===== config.mk =====
export PLATFORM = sky130hd
export DESIGN_NAME = slsw_top
export DESIGN_NICKNAME = d
export VERILOG_FILES = /design/src/slsw_top.v
export VERILOG_INCLUDE_DIRS = /design/src
export SDC_FILE = /design/constraint.sdc
export NUM_CORES = 1
export LEC_CHECK = 0
export ABC_AREA = 1
export BUFFER_PORTS_ARGS = -buffer_cell sky130_fd_sc_hd__buf_2
export CORE_ASPECT_RATIO = 0.8
export CORE_MARGIN = 2
export CORE_UTILIZATION = 54
export DETAILED_ROUTE_END_ITERATION = 10
export PLACE_DENSITY_LB_ADDON = 0.15
export SETUP_SLACK_MARGIN = 0.5
export SLEW_MARGIN = 0
export SYNTH_ARGS = -nofsm -noshare
export SYNTH_HDL_FRONTEND = slang
export SYNTH_SLANG_ARGS = --single-unit

===== constraint.sdc =====
create_clock -name mclk -period 4.1 [get_ports mclk]
set_clock_uncertainty 0.15 [all_clocks]
set_input_delay 1.23 -clock mclk [delete_from_list [all_inputs] [get_ports mclk]]
set_output_delay 1.23 -clock mclk [all_outputs]
set_load 0.005 [all_outputs]

===== src/slsw_defs.vh =====
// constants for the sequencer loop status and alarm word bank
// assumes it is included once per file that needs the names
`ifndef SLSW_DEFS_VH
`define SLSW_DEFS_VH
// channel offsets from the loop base channel n, and the parameter
`define SLSW_CH_STATUS 3'h4
`define SLSW_CH_ALARM 3'h5
`define SLSW_PARAM_WORD 8'h01
// coil layout: base coil, stride per loop, coils per loop in use
`define SLSW_COIL_BASE 16'h0128
`define SLSW_COIL_STRIDE 16'h0030
`define SLSW_COIL_COUNT 16'h0020
// status word bit positions
`define SLSW_S_HOLD 0
`define SLSW_S_LOCAL 1
`define SLSW_S_RESET 2
`define SLSW_S_TRACK 3
`define SLSW_S_CONSOLE 4
`define SLSW_S_COMPUTER 5
`define SLSW_S_FWD 6
`define SLSW_S_BACK 7
`define SLSW_S_CFGHOLD 9
`define SLSW_S_DONE 10
`define SLSW_S_PB_LO 13
`define SLSW_S_PB_HI 15
// alarm word bit positions
`define SLSW_A_OOS 12
`define SLSW_A_CFGCHG 13
`define SLSW_A_UNACKEV 14
`define SLSW_A_ACTEV 15
// alarm word: three bits per alarm, unacked one above active
`define SLSW_A_STRIDE 3
`define SLSW_A_UNACK 1
// pending command slots: reset, forward, back, then three pushbuttons
`define SLSW_C_RESET 0
`define SLSW_C_FWD 1
`define SLSW_C_BACK 2
`define SLSW_C_PB 3
// whole-word masks
`define SLSW_ONES16 16'hFFFF
`define SLSW_ONE16 16'h0001
// mask of host-writable stored bits in the alarm word
`define SLSW_A_RW_MASK 16'h5DB6
// reset values
`define SLSW_ZERO16 16'h0000
`define SLSW_ZERO3 3'h0
`define SLSW_ZERO6 6'h00
`endif


===== src/slsw_top.v =====
// sequencer loop status word and alarm status word bank, with coil access
// assumes scan_tick and all engine inputs are generated on mclk
//
// How it works
// status word at channel n+4, parameter 1
// alarm word at channel n+5, parameter 1
// bit 6 write-one step forward, reads zero
// bit 7 write-one step backward, reads zero
// bit 9 shows configuration hold, read-only
// bits 13-15 show switch state, accept writes
// pushbutton write acts as press and release
// sustained pushbutton press toggles switch position
// momentary pushbutton press closes one scan
// alarm bits 0,3,6,9 show active, read-only
// alarm bits 1,4,7,10 unacked, read/write
// alarm bits 2,5,8,11 enables, read/write
// alarm bit 12 puts alarms out of service
// alarm bit 13 configuration changed, read-only
// alarm bit 14 unacked loop event, read/write
// alarm bit 15 active loop event, read-only
// hold, track, done read-only; bit 2 resets
// status bits 8, 11, 12 read zero
// each flag also reachable as one coil
// write-one commands become single-scan pulses
`timescale 1ns/1ns
`include "slsw_defs.vh"
module slsw_top #(
  parameter [15:0] LOOP_NUM = 16'h0001
)(
  // clock and reset
  input wire mclk,
  input wire reset,
  // scan timing
  input wire scan_tick,
  // sequencer engine state
  input wire hold_sequencer_flag,
  input wire track_flag,
  input wire steps_completed_flag,
  input wire configuration_hold_flag,
  // alarm and event state
  input wire [3:0] alarm_active,
  input wire [3:0] alarm_unack_set,
  input wire configuration_changed_flag,
  input wire active_loop_event,
  input wire loop_event_set,
  // pushbutton configuration, 1 = sustained
  input wire [2:0] pb_sustained,
  // word access by channel and parameter
  input wire [2:0] host_channel,
  input wire [7:0] host_param,
  input wire host_wr,
  input wire host_rd,
  input wire [15:0] host_wdata,
  output reg [15:0] host_rdata,
  output reg host_rd_valid,
  output reg host_miss,
  // single coil access
  input wire [15:0] coil_addr,
  input wire coil_wr,
  input wire coil_rd,
  input wire coil_wdata,
  output reg coil_rdata,
  output reg coil_rd_valid,
  output reg coil_miss,
  // commands to the sequencer engine, one scan each
  output reg sequencer_reset_command,
  output reg step_forward_command,
  output reg step_backward_command,
  // switch outputs and stored flags
  output reg [2:0] switch_input_state,
  output reg loop_local_flag,
  output reg console_control_flag,
  output reg computer_control_flag,
  output reg [15:0] alarm_rw_bits
);

////////////////////////////////////////////////////////////////////////////////
// first coil of this loop
localparam [15:0] COIL_FIRST = `SLSW_COIL_BASE + `SLSW_COIL_STRIDE * (LOOP_NUM - `SLSW_ONE16);

// one-hot mask for a bit index
function [15:0] bit_mask;
  input [3:0] idx;
  begin
    bit_mask = `SLSW_ONE16 << idx;
  end
endfunction

// true when a channel and parameter pair names a word
function word_hit;
  input [2:0] ch;
  input [7:0] prm;
  input [2:0] want;
  begin
    word_hit = (ch == want) && (prm == `SLSW_PARAM_WORD);
  end
endfunction

////////////////////////////////////////////////////////////////////////////////
// decode of word and coil accesses
wire st_hit = word_hit(host_channel, host_param, `SLSW_CH_STATUS);
wire al_hit = word_hit(host_channel, host_param, `SLSW_CH_ALARM);
// an address below the first coil wraps; the lower compare refuses it
wire [15:0] coil_off = coil_addr - COIL_FIRST;
wire coil_hit = (coil_addr >= COIL_FIRST) && (coil_off < `SLSW_COIL_COUNT);
wire coil_al = coil_off[4];
wire [15:0] coil_bit = bit_mask(coil_off[3:0]);

// write masks and values for each word, from either access path
reg [15:0] st_mask;
reg [15:0] al_mask;
reg [15:0] wval;
always @*
begin
  st_mask = `SLSW_ZERO16;
  al_mask = `SLSW_ZERO16;
  wval = host_wdata;
  if (host_wr && st_hit)
  begin
    st_mask = `SLSW_ONES16;
  end
  else if (host_wr && al_hit)
  begin
    al_mask = `SLSW_ONES16;
  end
  // a hitting host word write wins, a coil write in that cycle is dropped
  else if (coil_wr && coil_hit && !coil_al)
  begin
    st_mask = coil_bit;
    wval = {16{coil_wdata}};
  end
  else if (coil_wr && coil_hit && coil_al)
  begin
    al_mask = coil_bit;
    wval = {16{coil_wdata}};
  end
end

// write-one command requests: reset, forward, back, three pushbuttons
wire [15:0] st_ones = st_mask & wval;
wire [5:0] cmd_req = {st_ones[`SLSW_S_PB_HI:`SLSW_S_PB_LO], st_ones[`SLSW_S_BACK],
  st_ones[`SLSW_S_FWD], st_ones[`SLSW_S_RESET]};

////////////////////////////////////////////////////////////////////////////////
// pending commands wait for the next scan, new request wins over the clear
reg [5:0] cmd_pend;
wire [5:0] next_cmd_pend = scan_tick ? cmd_req : (cmd_pend | cmd_req);
always @(posedge mclk)
begin
  if (reset)
  begin
    cmd_pend <= `SLSW_ZERO6;
  end
  else
  begin
    cmd_pend <= next_cmd_pend;
  end
end

// engine commands last exactly one scan, from tick to tick
always @(posedge mclk)
begin
  if (reset)
  begin
    sequencer_reset_command <= 1'b0;
    step_forward_command <= 1'b0;
    step_backward_command <= 1'b0;
  end
  else if (scan_tick)
  begin
    sequencer_reset_command <= cmd_pend[`SLSW_C_RESET];
    step_forward_command <= cmd_pend[`SLSW_C_FWD];
    step_backward_command <= cmd_pend[`SLSW_C_BACK];
  end
end

////////////////////////////////////////////////////////////////////////////////
// pushbutton emulation: press and release handled at the scan tick
reg [2:0] next_switch;
integer k;
always @*
begin
  next_switch = switch_input_state;
  for (k = 0; k < 3; k = k + 1)
  begin
    if (pb_sustained[k])
    begin
      if (cmd_pend[`SLSW_C_PB + k])
      begin
        next_switch[k] = ~switch_input_state[k];
      end
    end
    else
    begin
      // a momentary switch follows the pending press, so it opens at the next tick
      next_switch[k] = cmd_pend[`SLSW_C_PB + k];
    end
  end
end

always @(posedge mclk)
begin
  if (reset)
  begin
    switch_input_state <= `SLSW_ZERO3;
  end
  else if (scan_tick)
  begin
    switch_input_state <= next_switch;
  end
end

////////////////////////////////////////////////////////////////////////////////
// stored status flags: local, console, computer
always @(posedge mclk)
begin
  if (reset)
  begin
    loop_local_flag <= 1'b0;
    console_control_flag <= 1'b0;
    computer_control_flag <= 1'b0;
  end
  else
  begin
    if (st_mask[`SLSW_S_LOCAL])
    begin
      loop_local_flag <= wval[`SLSW_S_LOCAL];
    end
    if (st_mask[`SLSW_S_CONSOLE])
    begin
      console_control_flag <= wval[`SLSW_S_CONSOLE];
    end
    if (st_mask[`SLSW_S_COMPUTER])
    begin
      computer_control_flag <= wval[`SLSW_S_COMPUTER];
    end
  end
end

////////////////////////////////////////////////////////////////////////////////
// alarm word stored bits; hardware sets win over a host clear
reg [15:0] hw_set;
integer j;
always @*
begin
  hw_set = `SLSW_ZERO16;
  for (j = 0; j < 4; j = j + 1)
  begin
    hw_set[`SLSW_A_STRIDE * j + `SLSW_A_UNACK] = alarm_unack_set[j];
  end
  hw_set[`SLSW_A_UNACKEV] = loop_event_set;
end

wire [15:0] al_wmask = al_mask & `SLSW_A_RW_MASK;
wire [15:0] next_alarm_rw = ((alarm_rw_bits & ~al_wmask) | (wval & al_wmask)) | hw_set;
always @(posedge mclk)
begin
  if (reset)
  begin
    alarm_rw_bits <= `SLSW_ZERO16;
  end
  else
  begin
    alarm_rw_bits <= next_alarm_rw;
  end
end

////////////////////////////////////////////////////////////////////////////////
// read images of the two words
reg [15:0] st_word;
reg [15:0] al_word;
integer m;
always @*
begin
  st_word = `SLSW_ZERO16; // R18, commands read zero
  st_word[`SLSW_S_HOLD] = hold_sequencer_flag;
  st_word[`SLSW_S_LOCAL] = loop_local_flag;
  st_word[`SLSW_S_TRACK] = track_flag;
  st_word[`SLSW_S_CONSOLE] = console_control_flag;
  st_word[`SLSW_S_COMPUTER] = computer_control_flag;
  st_word[`SLSW_S_CFGHOLD] = configuration_hold_flag;
  st_word[`SLSW_S_DONE] = steps_completed_flag;
  st_word[`SLSW_S_PB_HI:`SLSW_S_PB_LO] = switch_input_state;
  al_word = alarm_rw_bits & `SLSW_A_RW_MASK;
  for (m = 0; m < 4; m = m + 1)
  begin
    al_word[`SLSW_A_STRIDE * m] = alarm_active[m];
  end
  al_word[`SLSW_A_CFGCHG] = configuration_changed_flag;
  al_word[`SLSW_A_ACTEV] = active_loop_event;
end

////////////////////////////////////////////////////////////////////////////////
// word read port, answer one cycle after the strobe
always @(posedge mclk)
begin
  if (reset)
  begin
    host_rdata <= `SLSW_ZERO16;
    host_rd_valid <= 1'b0;
    host_miss <= 1'b0;
  end
  else
  begin
    host_rd_valid <= host_rd;
    host_miss <= (host_rd || host_wr) && !st_hit && !al_hit;
    if (host_rd && st_hit)
    begin
      host_rdata <= st_word;
    end
    else if (host_rd && al_hit)
    begin
      host_rdata <= al_word;
    end
    else if (host_rd)
    begin
      host_rdata <= `SLSW_ZERO16;
    end
  end
end

// coil read port, answer one cycle after the strobe
always @(posedge mclk)
begin
  if (reset)
  begin
    coil_rdata <= 1'b0;
    coil_rd_valid <= 1'b0;
    coil_miss <= 1'b0;
  end
  else
  begin
    coil_rd_valid <= coil_rd;
    coil_miss <= (coil_rd || coil_wr) && !coil_hit;
    if (coil_rd)
    begin
      coil_rdata <= coil_hit && (|((coil_al ? al_word : st_word) & coil_bit));
    end
  end
end

endmodule


; ---- Word level (Yosys, flattened, before mapping)
; Cells that the tools add are included.
[totals]
regBits = 52
inputBits = 69
out_inout_bits = 46
word_cells = 88
[op_classes]
n_addsub = 1
order_cmp = 2
n_eq_ne = 6
shifts = 1
muxes = 22
bitwise_logic = 11
reduce_logical = 27
[op_table]
columns = operator, count
row1 = $mux 16, 11
row2 = $mux 15, 4
row3 = $and 16x16->16, 3
row4 = $and 16x15->16, 1
row5 = $ge 16x9->1 const B, 1
row6 = $lt 16x6->1 const B, 1
row7 = $not 15->16, 1
row8 = $or 16x15->16, 1
row9 = $or 16x16->16, 1
row10 = $reduce_or 16->1, 1
row11 = $shl 1x4->16 const A, 1
row12 = $sub 16x9->16 const B, 1
row13 = $logic_and 1x1->1, 14
row14 = $eq 8x1->1 const B, 1
row15 = $eq 3x3->1 const B, 2
row16 = $mux 1, 6
row17 = $mux 6, 1
row18 = $ne 2x1->1 const B, 3
row19 = $or 6x6->6, 1
row20 = $reduce_and 2->1, 3
row21 = $logic_not 1->1, 4
row22 = $not 1->1, 3
row23 = $reduce_bool 3->1, 1
row24 = $logic_or 1x1->1, 2
row25 = 2 further kinds, 2

; ---- Longest topological paths before layout
[depth]
ltp_word = 13
mapped_depth = 20
ltp_nobuf = 19

; ---- Worst setup path before layout
; OpenSTA, ideal clock, no wires.
[synth_path]
path_kind = input-to-reg
startpoint = input coil_addr[3]
endpoint = register alarm_rw_bits[7]
setup_ps = 109
arrival_time_ps = 2890
required_time_ps = 3841
path_slack_ps = 951
stages = 20
n_path_buf = 1
path_cell_list = buf_6 -> inv_8 -> ha_1 -> inv_1 -> nand2_1 -> nand2_1 -> nand2_1 -> nand2_1 -> nand2_1 -> nand3_1 -> nor2_4 -> nand4_4 -> clkinv_2 -> nand2_4 -> nand2_1 -> nand2_1 -> nand2_1 -> nand3_1 -> nand2_1 -> inv_1
[synth_between]
elab_chain_len = 13
elab_cells_between_ends = 22
[synth_rtl]
columns = item, line
row1 = "start, declared", slsw_top.v:58  ; input wire [15:0] coil_addr,
row2 = $sub 16x9->16, slsw_top.v:104  ; wire [15:0] coil_off = coil_addr - COIL_FIRST;
row3 = $lt 16x6->1 (no source line), n/a
row4 = $logic_and 1x1->1, slsw_top.v:105  ; wire coil_hit = (coil_addr >= COIL_FIRST) && (coil_off < `SLSW_COIL_COUNT);
row5 = $logic_and 1x1->1, "slsw_top.v:127, slsw_top.v:132"
row6 = $logic_and 1x1->1, slsw_top.v:132  ; else if (coil_wr && coil_hit && coil_al)
row7 = $mux 15, slsw_top.v:132
row8 = $mux 15, slsw_top.v:127  ; else if (coil_wr && coil_hit && !coil_al)
row9 = $mux 15, slsw_top.v:122  ; else if (host_wr && al_hit)
row10 = $mux 15, slsw_top.v:118  ; if (host_wr && st_hit)
row11 = $not 15->16, slsw_top.v:255  ; wire [15:0] next_alarm_rw = ((alarm_rw_bits & ~al_wmask) | (wval & al_wmask)) | hw_set;
row12 = $and 16x16->16, slsw_top.v:255
row13 = $or 16x16->16 *, slsw_top.v:255
row14 = $or 16x15->16 *, slsw_top.v:255
row15 = "end signal, assigned", slsw_top.v:260  ; alarm_rw_bits <= `SLSW_ZERO16;
row16 = "end signal, assigned", slsw_top.v:264  ; alarm_rw_bits <= next_alarm_rw;
row17 = "end, declared", slsw_top.v:74  ; output reg [15:0] alarm_rw_bits
; Mark *: on every way between the ends. The rest lies on a longest branch, timed or not.
; A chain may end at the register's enable or synchronous reset.

; ---- Worst setup path after layout
[layout_path]
startpoint = input coil_addr[3]
endpoint = register cmd_pend[0]
[layout_between]
elab_chain_len = 12
elab_cells_between_ends = 19
[layout_rtl]
columns = item, line
row1 = $sub 16x9->16, slsw_top.v:104
row2 = $lt 16x6->1 (no source line), n/a
row3 = $logic_and 1x1->1, slsw_top.v:105
row4 = $logic_and 1x1->1, "slsw_top.v:127, slsw_top.v:132"
row5 = $logic_and 1x1->1, slsw_top.v:132
row6 = $mux 16, slsw_top.v:132
row7 = $mux 16, slsw_top.v:127
row8 = $mux 16, slsw_top.v:122
row9 = $mux 16, slsw_top.v:118
row10 = $and 16x16->16 *, slsw_top.v:140  ; wire [15:0] st_ones = st_mask & wval;
row11 = $or 6x6->6, slsw_top.v:147  ; wire [5:0] next_cmd_pend = scan_tick ? cmd_req : (cmd_pend | cmd_req);
row12 = $mux 6 *, slsw_top.v:147
row13 = "end signal, assigned", slsw_top.v:152  ; cmd_pend <= `SLSW_ZERO6;
row14 = "end signal, assigned", slsw_top.v:156  ; cmd_pend <= next_cmd_pend;
row15 = "end, declared", slsw_top.v:146  ; reg [5:0] cmd_pend;
; Marks and branches as above.

==> impl_metrics.csv <==
group,metric,value,unit
synth,ys_warn_count,0,
pwr,fin_total_pwr,896,uW
global_routing,grt_max_degree,18,
setup_path,end_kind,"flip-flop",
timing,rsz0062_at_grt,"no",
clock_tree,cts_buffers,5,
clock_tree,postCtsSetupBuffers,0,
setup_path,cp.arrival,3.35,ns
clock_tree,clk_pin_slew_worst_paths,0.09,ns
setup_path,crit_path_start_kind,"input pin",
timing,tns,0,ns
timing,setup_viol,0,
timing,max_slew.worst_pin.slew,0.586,ns
synth,synth-seq-area-share,29.8,%
clock_tree,clk_latency,0.29,ns
clock_tree,hold_buffers,0,
layout,area_delta_synth_final,21.2,%
placed_design,place_area,0.00366,mm^2
clock_tree,clock-sinks,46,
layout,final_area,0.00375,mm^2
layout,n_fill_cell,521,
setup_path,slowest_delay,0.25,ns
routing,first_pass_iters,5,
routing,vias,3571,
global_routing,antenna_found_initial,0,
floorplan,dieArea,0.00635,mm^2
timing,hold_slack,0.316,ns
timing,max_freq,301,MHz
synth,ys_types,36,
clock_tree,htree_levels,2,
synth,yosys_register_bits,46,
global_routing,grt_pass1_vias,3052,
synth,async_flop_share,0,%
floorplan,rows,24,
floorplan,die_h,71.7,um
synth,synth_ff_type,"dfxtp_1",
timing,period_minus_slack,3.32,ns
placed_design,dp_hpwl,6.96,mm
run_status,status,"finished clean",
floorplan,die_w,88.6,um
synth,netlist_area,0.00309,mm^2
pwr,p_per_area,239,mW/mm^2
floorplan,start_util,56.3,%
setup_path,path_class,"in -> reg",
synth,synth_edf_count,0,
timing,hold_violations,0,
synth,netlist_instances,519,
clock_tree,cts_tree,"done",
synth,avgSynthCellArea,5.96,um^2
floorplan,core,0.00550,mm^2
pwr,vdd_drop_max,0.193,mV
worst_hold_path,hp-class,"reg -> reg",
routing,drc,0,
layout,fin_nets,689,
placed_design,gp_congestion,0.974,
routing,viasPerCell,5.12,
floorplan,ioPinCount,115,
timing,relSlewSlack,60.9,%
global_routing,gr-usage-all-layers,28.1,%
global_routing,grt_pass1_wl,14.2,mm
routing,ant_nets,0,
setup_path,path_max_fanout,10,
job,cap_viol_max_count,0,
global_routing,grt_overflow_total,0,
setup_path,crit_family,"simple AND/OR/NAND/NOR gates",
setup_path,crit_buf_inv,4,
layout,antenna_cells,0,
setup_path,cpMaxStageDelayCell,"buf_2",
setup_path,crit_required,4.13,ns
setup_path,crit_path_cell_trace,"buf_2, inv_8, ha_1, inv_1, nand2_1, nand2_1, nand2_1, nand3_1, nand3_1, nor2_4, nand4_4, clkinv_2, nand2_4, nand2_1, nand2_1, o21ai_1, a21oi_1",
clock_tree,clk_path_buf_depth,2,
clock_tree,cts_resized,0,
routing,drt_iter0_drc,294,
clock_tree,cts_root_buf,"clkbuf_8",
layout,drive_gt1_share,22.4,%
pwr,p_leak,2.07,nW
setup_path,cpMostUsedCell,"nand2_1",
timing,maxSlewViolCount,0,
routing,wire_per_inst,12.5,um
timing,period_share,81.0,%
routing,finalWirelength,8.72,mm
placed_design,io_buffers,105,
-- worst reg2reg max path: cells and delay by family (launching register included) --
family | cells | cell delay [ns]
DFF | 1 | 0.33
AOI/OAI and AO/OA | 2 | 0.30
and+or+nand+nor | 5 | 0.44
buffers and inverters | 1 | 0.07
-- synthesized netlist by cell type (2+ instances only) --
| library cell | number | area (um^2) |
|---|---|---|
| nand3_1 | 25 | 125 |
| a21oi_1 | 22 | 110 |
| nand2_4 | 4 | 45.0 |
| a31oi_1 | 6 | 37.5 |
| nand2_2 | 5 | 31.3 |
| o21ai_0 | 17 | 85.1 |
| nor4_1 | 2 | 12.5 |
| buf_4 | 6 | 45.0 |
| inv_2 | 2 | 7.51 |
| o21ai_1 | 6 | 30.0 |
| clkbuf_1 | 12 | 45.0 |
| nand4_1 | 11 | 68.8 |
| nor2_1 | 77 | 289 |
| nor3_2 | 2 | 20.0 |
| inv_1 | 79 | 297 |
| nand2_1 | 151 | 567 |
| buf_2 | 2 | 10.0 |
| dfxtp_1 | 46 | 921 |
| nor3_1 | 15 | 75.1 |
| o221ai_1 | 10 | 87.6 |
| o211ai_1 | 4 | 30.0 |
-- placed cells by master, fill, tap and decap left out, types with 2 or more instances in the layout --
cell      count
nand2_1     151
buf_2       105
inv_1        79
nor2_1       77
dfxtp_1      46
nand3_1      25
a21oi_1      22
o21ai_0      17
nor3_1       15
nand4_1      11
o221ai_1     10
a31oi_1       6
o21ai_1       6
conb_1        6
nand2_2       5
clkbuf_8      5
buf_4         5
nand2_4       4
o211ai_1      4
nor3_2        2
inv_2         2
clkinv_2      2
nor4_1        2
-- metrics by stage --
stage	utilization (%)	std cells	setup WS, ns
after floorplan	-	524	0.951
after global placement	66.6	690	0.554
after detailed placement	66.6	690	0.473
after CTS	68.2	698	0.780
after global routing	68.2	698	0.515
final	68.2	698	0.779
-- report_power, final --
group,leakage [nW],switching (mW),internal [mW]
logic,1.65,0.100,0.0591
registers,0.374,0.00403,0.454
clock network,0.0441,0.159,0.120
total,2.07,0.263,0.633
-- per-layer routing --
| metal | wire length [um] | track usage (%) | vias up | share of wire, % |
|---|---|---|---|---|
| li1 | - | - | 1827 | - |
| met1 | 4070 | 41.8 | 1588 | 47 |
| met2 | 3910 | 42.8 | 152 | 45 |
| met3 | 689 | 4.38 | 4 | 7.9 |
| met4 | 44 | 6.23 | 0 | 0.50 |
| met5 | 0 | 0 | - | 0 |
-- cell type report --
cell class                      instances  area, um^2  area share (%)
Timing Repair Buffer                  110         563            15.0
Sequential cell                        46         921            24.6
Clock buffer                            5        68.8            1.84
Tap cell                               78        97.6            2.60
Multi-Input combinational cell        372        1750            46.7
Inverter                               84         324            8.65
Clock inverter                          3        21.3           0.568
-- cell families after synthesis --
logic type,Yosys count,synth area share (%)
AOI/OAI and AO/OA,67,12.9
xor gates and xnor gates,1,0.283
adders and majority gates,1,0.404
buffers and inverters,106,14.2
DFF,46,29.8
other,1,0.121
and+or+nand+nor,297,42.3
-- worst paths after layout --
path	from	end	slack [ns]	depth (start not counted)
setup / recovery	coil_addr[3]	cmd_pend[0]	0.78	17
hold / removal	host_rdata[7]	host_rdata[7]	0.32	2
setup reg to reg	alarm_rw_bits[10]	coil_rdata	2.72	8
hold reg to reg	host_rdata[7]	host_rdata[7]	0.32	2
(Power assumes the default switching activity.)
